===== src/rtl/pvc_pkg.sv =====
// pvc_pkg: shared offsets, bit positions, reset values and encodings
package pvc_pkg;

	// ------------------------------------------------------------
	// register offsets (5-bit management address space)
	// ------------------------------------------------------------
	localparam logic [4:0]  OFF_OSC_CTL     = 5'h11;
	localparam logic [4:0]  OFF_TXAMP_CTL   = 5'h13;
	localparam logic [4:0]  OFF_SYMERR_CNT  = 5'h15;
	localparam logic [4:0]  OFF_STRAP_WAKE  = 5'h16;
	localparam logic [4:0]  OFF_IRQ_STATUS  = 5'h1a;
	localparam logic [4:0]  OFF_IRQ_MASK    = 5'h1b;

	// ------------------------------------------------------------
	// field positions
	// ------------------------------------------------------------
	localparam int          OSC_SLOW_BIT    = 5;
	localparam int          TX_REDUCED_BIT  = 4;
	localparam int          WAKE_EN_BIT     = 15;
	localparam int          BCAST_OVR_BIT   = 9;
	localparam int          STRAP_RO_BIT    = 10;

	// ------------------------------------------------------------
	// reset values and masks
	// ------------------------------------------------------------
	localparam logic [15:0] RST_OSC_CTL     = 16'h0000;
	localparam logic [15:0] RST_TXAMP_CTL   = 16'h0000;
	localparam logic [15:0] RST_STRAP_WAKE  = 16'h0000;
	localparam logic [15:0] RST_SYMERR_CNT  = 16'h0000;
	localparam logic [15:0] STRAP_WAKE_WMSK = 16'hfbff;
	localparam logic [15:0] SYMERR_MAX      = 16'hffff;
	localparam logic [15:0] RDATA_NONE      = 16'h0000;

	// ------------------------------------------------------------
	// interrupt status / mask layout
	// ------------------------------------------------------------
	localparam int          IRQ_W           = 2;
	localparam int          IRQ_CNT_BIT     = 0;
	localparam int          IRQ_WAKE_BIT    = 1;
	localparam logic [1:0]  RST_IRQ         = 2'h0;

	// ------------------------------------------------------------
	// wake pin routing codes and startup phase
	// ------------------------------------------------------------
	localparam logic [1:0]  WAKE_ROUTE_A    = 2'h0;
	localparam logic [1:0]  WAKE_ROUTE_B    = 2'h1;
	localparam logic [1:0]  WAKE_ROUTE_BOTH = 2'h2;

	typedef enum logic [1:0] {
		PH_LOAD = 2'b01,
		PH_RUN  = 2'b10
	} pvc_phase_e;

endpackage : pvc_pkg


===== src/rtl/pvc_symerr_count.sv =====
// pvc_symerr_count: saturating per-frame symbol-error counter, clear on read
module pvc_symerr_count
	import pvc_pkg::*;
(
	input  wire logic        clk_sys,
	input  wire logic        rst,
	input  wire logic        sym_err,
	input  wire logic        frame_end,
	input  wire logic        clear,
	output logic [15:0]      count,
	output logic             counted
);
	typedef struct packed {
		logic        in_err;
		logic [15:0] cnt;
		logic        hit;
	} pvc_cnt_s;

	pvc_cnt_s s_q;
	pvc_cnt_s s_d;
	logic     inc;

	// one count per errored frame, held at all ones
	always_comb
	begin
		s_d = s_q;
		inc = frame_end && (s_q.in_err || sym_err);
		s_d.hit = inc;
		if (frame_end)
			s_d.in_err = 1'b0;
		else if (sym_err)
			s_d.in_err = 1'b1;
		// a frame closing in the read cycle is kept, not lost
		if (clear)
			s_d.cnt = inc ? 16'h0001 : RST_SYMERR_CNT;
		else if (inc && s_q.cnt != SYMERR_MAX)
			s_d.cnt = s_q.cnt + 16'h0001;
	end

	always_ff @(posedge clk_sys or posedge rst)
	begin
		if (rst)
			s_q <= '{in_err: 1'b0, cnt: RST_SYMERR_CNT, hit: 1'b0};
		else
			s_q <= s_d;
	end

	assign count   = s_q.cnt;
	assign counted = s_q.hit;

endmodule : pvc_symerr_count


===== src/rtl/pvc_wake_route.sv =====
// pvc_wake_route: gates and steers the wake request onto two pins
module pvc_wake_route
	import pvc_pkg::*;
(
	input  wire logic        clk_sys,
	input  wire logic        rst,
	input  wire logic        enable,
	input  wire logic [1:0]  route,
	input  wire logic        pending,
	output logic             pin_a,
	output logic             pin_b
);
	typedef struct packed {
		logic a;
		logic b;
	} pvc_pins_s;

	pvc_pins_s s_q;
	pvc_pins_s s_d;
	logic      req;

	// route code selects pin a, pin b, both or neither
	always_comb
	begin
		req = enable && pending;
		s_d.a = req && (route == WAKE_ROUTE_A || route == WAKE_ROUTE_BOTH);
		s_d.b = req && (route == WAKE_ROUTE_B || route == WAKE_ROUTE_BOTH);
	end

	always_ff @(posedge clk_sys or posedge rst)
	begin
		if (rst)
			s_q <= '{a: 1'b0, b: 1'b0};
		else
			s_q <= s_d;
	end

	assign pin_a = s_q.a;
	assign pin_b = s_q.b;

endmodule : pvc_wake_route


===== src/rtl/pvc_regs.sv =====
// pvc_regs: vendor control registers for oscillator, tx amplitude, errors, wake

// Functional notes
// - Setting the slow-oscillator bit switches the clock source from crystal_input to the slow oscillator.
// - The slow-oscillator bit also powers down the analog front end and resets to zero.
// - With the amplitude mode bit at one the transmitter uses reduced 1.75V 10Base-Te levels.
// - With the amplitude mode bit at zero, its reset value, the transmitter uses full 2.5V levels.
// - A 16-bit read-only counter of errored frames resets to zero and clears when read.
// - The wake enable bit gates the wake output and with the route code picks the two pins.
// - The wake enable bit resets to zero and loads the wake_enable_strap pin on the first edge after reset release.
// - The broadcast_disable override bit is read-write, resets to zero and is ORed with the strap.
// - While the override is set address 0 is answered only when it is the own address.
// - Bit 10 of the strap register always reads zero, other reserved bits are plain storage.
module pvc_regs
	import pvc_pkg::*;
(
	input  wire logic        clk_sys,
	input  wire logic        rst,
	input  wire logic [4:0]  reg_addr,
	input  wire logic [15:0] reg_wdata,
	input  wire logic        reg_wr,
	input  wire logic        reg_rd,
	output logic [15:0]      reg_rdata,
	input  wire logic        rx_symbol_error,
	input  wire logic        rx_frame_end,
	input  wire logic        power_wake_event,
	input  wire logic [1:0]  wake_route,
	input  wire logic        wake_enable_strap,
	input  wire logic        broadcast_strap,
	input  wire logic [4:0]  own_phy_addr,
	input  wire logic [4:0]  mgmt_addr,
	input  wire logic        mgmt_addr_valid,
	output logic             mgmt_addr_hit,
	output logic             broadcast_disable,
	output logic             slow_osc_select,
	output logic             analog_frontend_pdn,
	output logic             tx_reduced_amp,
	output logic             wake_pin_a,
	output logic             wake_pin_b,
	output logic             irq
);
	import pvc_pkg::*;

	// ------------------------------------------------------------
	// state
	// ------------------------------------------------------------
	typedef struct packed {
		pvc_phase_e          phase;
		logic [15:0]         osc_ctl;
		logic [15:0]         txamp_ctl;
		logic [15:0]         strap_wake;
		logic [IRQ_W-1:0]    irq_stat;
		logic [IRQ_W-1:0]    irq_mask;
		logic                irq;
		logic [15:0]         rdata;
		logic                hit;
		logic                bcast_off;
	} pvc_state_s;

	pvc_state_s          s_q;
	pvc_state_s          s_d;

	logic [15:0]         err_count;
	logic                err_counted;
	logic                cnt_clear;
	logic                wr_stat;
	logic [IRQ_W-1:0]    irq_event;
	logic [IRQ_W-1:0]    stat_next;

	// ------------------------------------------------------------
	// decode
	// ------------------------------------------------------------

	// one address compare, shared by the counter-clear and status-write strobe decodes
	function automatic logic addr_is(input logic [4:0] addr, input logic [4:0] off);
		addr_is = (addr == off);
	endfunction : addr_is

	// a read of the counter offset empties it in the same cycle
	assign cnt_clear = reg_rd && addr_is(reg_addr, OFF_SYMERR_CNT);
	assign wr_stat   = reg_wr && addr_is(reg_addr, OFF_IRQ_STATUS);

	// ------------------------------------------------------------
	// error counter
	// ------------------------------------------------------------

	// frame tracking lives in the counter so the one-per-frame rule stays local
	pvc_symerr_count u_cnt (
		.clk_sys   (clk_sys),
		.rst       (rst),
		.sym_err   (rx_symbol_error),
		.frame_end (rx_frame_end),
		.clear     (cnt_clear),
		.count     (err_count),
		.counted   (err_counted)
	);

	// ------------------------------------------------------------
	// sticky status, write one to clear
	// ------------------------------------------------------------
	assign irq_event[IRQ_CNT_BIT]  = err_counted;
	assign irq_event[IRQ_WAKE_BIT] = power_wake_event;

	// an event in the clearing cycle wins so it is never dropped
	genvar gi;
	generate
		for (gi = 0; gi < IRQ_W; gi++)
		begin : g_stat
			assign stat_next[gi] = irq_event[gi] |
				(s_q.irq_stat[gi] & ~(wr_stat & reg_wdata[gi]));
		end
	endgenerate

	// ------------------------------------------------------------
	// next state
	// ------------------------------------------------------------
	always_comb
	begin
		s_d = s_q;

		// strap is caught on the first edge after reset release
		case (s_q.phase)
			PH_LOAD:
			begin
				s_d.strap_wake[WAKE_EN_BIT] = wake_enable_strap;
				s_d.phase = PH_RUN;
			end
			PH_RUN:
			begin
				s_d.phase = PH_RUN;
			end
			default:
			begin
				s_d.phase = PH_LOAD;
			end
		endcase

		// register writes; a write in the load cycle overrides the strap
		if (reg_wr)
		begin
			case (reg_addr)
				OFF_OSC_CTL:
				begin
					s_d.osc_ctl = reg_wdata;
				end
				OFF_TXAMP_CTL:
				begin
					s_d.txamp_ctl = reg_wdata;
				end
				OFF_STRAP_WAKE:
				begin
					s_d.strap_wake = reg_wdata & STRAP_WAKE_WMSK;
				end
				OFF_IRQ_MASK:
				begin
					s_d.irq_mask = reg_wdata[IRQ_W-1:0];
				end
				default:
				begin
					s_d.irq_mask = s_q.irq_mask;
				end
			endcase
		end

		// interrupt status and level output
		s_d.irq_stat = stat_next;
		s_d.irq = |(stat_next & s_d.irq_mask);

		// override forces address 0 to be non-broadcast
		s_d.bcast_off = s_d.strap_wake[BCAST_OVR_BIT] | broadcast_strap;

		// address match is registered, one cycle behind the valid strobe
		s_d.hit = 1'b0;
		if (mgmt_addr_valid)
		begin
			s_d.hit = (mgmt_addr == own_phy_addr) ||
				(mgmt_addr == 5'h00 && !s_q.bcast_off);
		end

		// read data stand only in the cycle after the strobe
		s_d.rdata = RDATA_NONE;
		if (reg_rd)
		begin
			case (reg_addr)
				OFF_OSC_CTL:
				begin
					s_d.rdata = s_q.osc_ctl;
				end
				OFF_TXAMP_CTL:
				begin
					s_d.rdata = s_q.txamp_ctl;
				end
				OFF_SYMERR_CNT:
				begin
					s_d.rdata = err_count;
				end
				OFF_STRAP_WAKE:
				begin
					s_d.rdata = s_q.strap_wake & STRAP_WAKE_WMSK;
				end
				OFF_IRQ_STATUS:
				begin
					s_d.rdata = {14'h0000, s_q.irq_stat};
				end
				OFF_IRQ_MASK:
				begin
					s_d.rdata = {14'h0000, s_q.irq_mask};
				end
				default:
				begin
					s_d.rdata = RDATA_NONE;
				end
			endcase
		end
	end

	// ------------------------------------------------------------
	// state register
	// ------------------------------------------------------------

	// wake enable resets to zero and is loaded from the strap afterwards
	always_ff @(posedge clk_sys or posedge rst)
	begin
		if (rst)
		begin
			s_q.phase      <= PH_LOAD;
			s_q.osc_ctl    <= RST_OSC_CTL;
			s_q.txamp_ctl  <= RST_TXAMP_CTL;
			s_q.strap_wake <= RST_STRAP_WAKE;
			s_q.irq_stat   <= RST_IRQ;
			s_q.irq_mask   <= RST_IRQ;
			s_q.irq        <= 1'b0;
			s_q.rdata      <= RDATA_NONE;
			s_q.hit        <= 1'b0;
			s_q.bcast_off  <= 1'b0;
		end
		else
		begin
			s_q <= s_d;
		end
	end

	// ------------------------------------------------------------
	// wake pins
	// ------------------------------------------------------------

	// pins follow the sticky wake bit so software ends the request by clearing it
	pvc_wake_route u_wake (
		.clk_sys (clk_sys),
		.rst     (rst),
		.enable  (s_q.strap_wake[WAKE_EN_BIT]),
		.route   (wake_route),
		.pending (s_q.irq_stat[IRQ_WAKE_BIT]),
		.pin_a   (wake_pin_a),
		.pin_b   (wake_pin_b)
	);

	// ------------------------------------------------------------
	// outputs, all straight from state flops
	// ------------------------------------------------------------
	assign reg_rdata           = s_q.rdata;
	assign irq                 = s_q.irq;
	assign mgmt_addr_hit       = s_q.hit;
	assign broadcast_disable   = s_q.bcast_off;
	// one bit drives both the clock switch and the analog power-down
	assign slow_osc_select     = s_q.osc_ctl[OSC_SLOW_BIT];
	assign analog_frontend_pdn = s_q.osc_ctl[OSC_SLOW_BIT];
	// zero gives full amplitude; the paired extended bit is software's job
	assign tx_reduced_amp      = s_q.txamp_ctl[TX_REDUCED_BIT];

endmodule : pvc_regs


===== config.mk =====
export PLATFORM = sky130hd
export DESIGN_NAME = pvc_regs
export DESIGN_NICKNAME = d
export VERILOG_FILES = /design/src/rtl/pvc_pkg.sv /design/src/rtl/pvc_symerr_count.sv /design/src/rtl/pvc_wake_route.sv /design/src/rtl/pvc_regs.sv
export SDC_FILE = /design/constraint.sdc
export NUM_CORES = 1
export LEC_CHECK = 0
export BUFFER_PORTS_ARGS = -buffer_cell sky130_fd_sc_hd__buf_2
export CORE_MARGIN = 10
export CORE_UTILIZATION = 40
export DETAILED_ROUTE_END_ITERATION = 16
export GPL_TIMING_DRIVEN = 0
export PLACE_DENSITY_LB_ADDON = 0.08
export SLEW_MARGIN = 5
export SYNTH_ARGS = -nofsm -noshare
export SYNTH_HDL_FRONTEND = slang
export SYNTH_SLANG_ARGS = --single-unit

===== constraint.sdc =====
create_clock -name clk_sys -period 4.05 [get_ports clk_sys]
set_clock_uncertainty 0.05 [all_clocks]
set_input_delay 0.6075 -clock clk_sys [delete_from_list [all_inputs] [get_ports clk_sys]]
set_output_delay 0.6075 -clock clk_sys [all_outputs]
set_load 0.005 [all_outputs]

==> metrics.md <==
| Metric | Value |
|---|---|
| Outcome | finished clean |
| Fmax | 513 MHz |
| Post-CTS setup buffers | 0 |
| Clock net sink count | 92 |
| Die area | 0.0156 mm² |
| Yosys cell types | 52 |
| Pleak | 2.44 nW |
| Post-synth EDFFs | 0 |
| Clock root buffer | clkbuf_8 |
| DPL Wire Length | 7420 µm |
| Dominant cell type by area after synthesis | dfrtp_1 |
| Maxcap violations | 0 |
| CP dominant cell by count | nor3_1 |
| Cells after Synth | 354 |
| Final Hold Viols | 0 |
| Max stage delay on crit path | 0.44 ns |
| Row cnt | 38 |
| Layout cells sized above 1 | 0.402 |
| Total grt overflow | 0 |
| Area of the multi-input gates | 0.00180 mm² |
| Tmin final | 1.95 ns |
| Setup slack, reg-to-reg | 2.10 ns |
| Synthesis-to-layout area growth | 17.2% |
| Die Span Y | 125 µm |
| CTS resizes | 0 |
| Yosys Warn Count | 0 |
| Global-route wire length before repair | 17,000 µm |
| Pin count of the biggest net entering global routing | 69 |
| Kind of critical path | reg -> reg |
| Post-synth ARST share | 1.00 |
| Seq/Total Area, Yosys | 0.525 |
| Rel. slew slack | 0.657 |
| Non-Filler Instances | 575 |
| Vias in the first global route | 3,264 |
| Hold Buf Count CTS | 0 |
| R2R Path Start | u_cnt.count[0] |
| Critical Path, Cell by Cell | ha_1, buf_2, nand4_1, nor4_4, buf_6, nor3_1, nor3_1 |
| Max clock buf depth | 2 |
| Total track usage | 0.134 |
| Cell Pwr Density | 412 mW/mm² |
| Synthesized area | 0.00439 mm² |
| Fillers | 958 |
| Detail Route Antenna Nets | 0 |
| Worst hold slack | 0.160 ns |
| Vias | 3,089 |
| Dpl cells | 559 |
| Setup_tns | 0 ns |
| Worst VDD drop | 0.244 mV |
| Worst path buffer plus inverter count | 2 |
| Final setup viols | 0 |
| Syn_area_per_cell | 12.4 µm² |
| Core Area | 0.0108 mm² |
| Inserted Diodes | 0 |
| H-tree depth | 3 |
| Crit path max-delay family | simple AND/OR/NAND/NOR gates |
| CP Launch Type | flip-flop |
| Most common cell after layout, fill and taps aside | dfrtp_1 |
| Worst skew pair latency | 0.36 ns |
| DRT iter0 DRCs | 197 |
| Avg WL per Cell | 18.1 µm |
| Primary FF master, synth | dfrtp_1 |
| Final wirelength | 10,400 µm |
| GPL Wtd Cong | 0.801 |
| Final Max Slew Viols | 0 |
| Clock-pin slew on the worst setup and hold paths | 0.09 ns |
| DR pass1 iterations | 7 |
| Most frequent cells in the layout | dfrtp_1, buf_2, mux2_2 |
| Port Buffers | 64 |
| Synth top area share | 0.519 |
| Hold WC Path Type | in -> async |
| DR vias/cell | 5.37 |
| WP data required | 4.28 ns |
| Nets | 477 |
| Width of the chip | 125 µm |
| Area contributors post-synth | dfrtp_1, mux2_2, a22oi_1, buf_4, a21oi_1 |
| FF+latch count, synth | 92 |
| Pin slew with the least headroom to its limit | 0.513 ns |
| FF-to-FF End | u_cnt.count[6] |
| FF-to-FF path depth | 7 |
| IO Count | 67 |
| Share of the clock period used by the worst path after layout | 0.481 |
| Register Area | 0.00230 mm² |
| Crit path DAT | 2.18 ns |
| Initial antenna violation count | 0 |
| DRC | 0 |
| Crit-path max FO | 10 |
| Starting density of the core | 0.406 |
| RSZ-0062 raised after global routing | false |
| TritonCTS Buffers | 9 |
| Crit end category | flip-flop |
| Critical path's slowest cell | dfrtp_1 |
| CTS tree | built |
| Synthesized net count | 401 |
report_power, final:
part	switching (mW)	internal (mW)
sequential	0.0928	1.04
combinational	0.124	0.155
clock	0.318	0.384
worst max path at each step:
| stage | cells after the start | slack, ns | endpoint | start |
|---|---|---|---|---|
| finish | 7 | 2.10 | u_cnt.count[6] | u_cnt.count[0] |
| detailed placement | 6 | 1.82 | reg_rdata[6] | reg_addr[0] |
| global route | 7 | 1.88 | u_cnt.count[6] | u_cnt.count[0] |
| floorplan | 1 | 1.00 | analog_frontend_pdn | rst |
| global placement | 2 | -0.19 | s_q[72] | rst |
| CTS | 7 | 2.07 | u_cnt.count[4] | u_cnt.count[0] |
metal layers:
metal / up-vias / GRT usage / routed length [µm]
li1: 1460 / - / -
met4: 0 / 0.0528 / 159
met2: 50 / 0.211 / 4850
met1: 1567 / 0.177 / 5060
met5: - / 0 / 0
met3: 12 / 0.0268 / 316
kinds of logic (layout without fill, tap and decap cells):
| family | Yosys count | in the layout | synth area share |
|---|---|---|---|
| simple gates | 71 | 71 | 0.117 |
| fa+ha+maj | 4 | 4 | 0.0114 |
| flops | 92 | 92 | 0.525 |
| mux | 51 | 51 | 0.138 |
| compound gates | 89 | 89 | 0.134 |
| xor+xnor | 5 | 5 | 0.00999 |
| buf+inv | 42 | 123 | 0.0633 |
Yosys cell counts, drive strengths merged, types with 3 or more instances:
| cell | instances |
|---|---|
| dfrtp | 91 |
| mux2 | 50 |
| buf | 33 |
| a22oi | 29 |
| a21oi | 27 |
| nand4 | 10 |
| o21ai | 10 |
| nand2 | 9 |
| or3 | 9 |
| nand3 | 8 |
| inv | 7 |
| nor2 | 6 |
| nor3 | 5 |
| and2 | 4 |
| and3 | 4 |
| ha | 4 |
| o211ai | 4 |
| o31ai | 4 |
| or4 | 4 |
| xnor2 | 3 |
cell type report:
cell class                      instances  area share
Timing Repair Buffer                   65      0.0677
Tap cell                              140      0.0341
Buffer                                 35      0.0489
Inverter                                7     0.00560
Sequential cell                        92       0.448
Clock inverter                          3      0.0134
Clock buffer                           13      0.0309
Multi-Input combinational cell        220       0.351
state kept, by name, summed over array words and instances (netlist names):
name,flops
s_q,51
reg_rdata,16
u_cnt.count,16
analog_frontend_pdn,1
broadcast_disable,1
irq,1
mgmt_addr_hit,1
tx_reduced_amp,1
u_cnt.counted,1
u_cnt.s_q,1
u_wake.pin_a,1
u_wake.pin_b,1
per-stage QoR:
stage	utilization	area (µm²)	power, mW	setup slack (ns)
floorplan	-	4390	1.32	1.00
global placement	0.452	4880	1.42	-0.193
detailed placement	0.455	4910	1.43	1.82
CTS	0.476	5140	2.14	2.07
global route	0.476	5140	2.23	1.88
finish	0.476	5140	2.12	2.10
No activity file was read; power rests on OpenSTA's default activity.
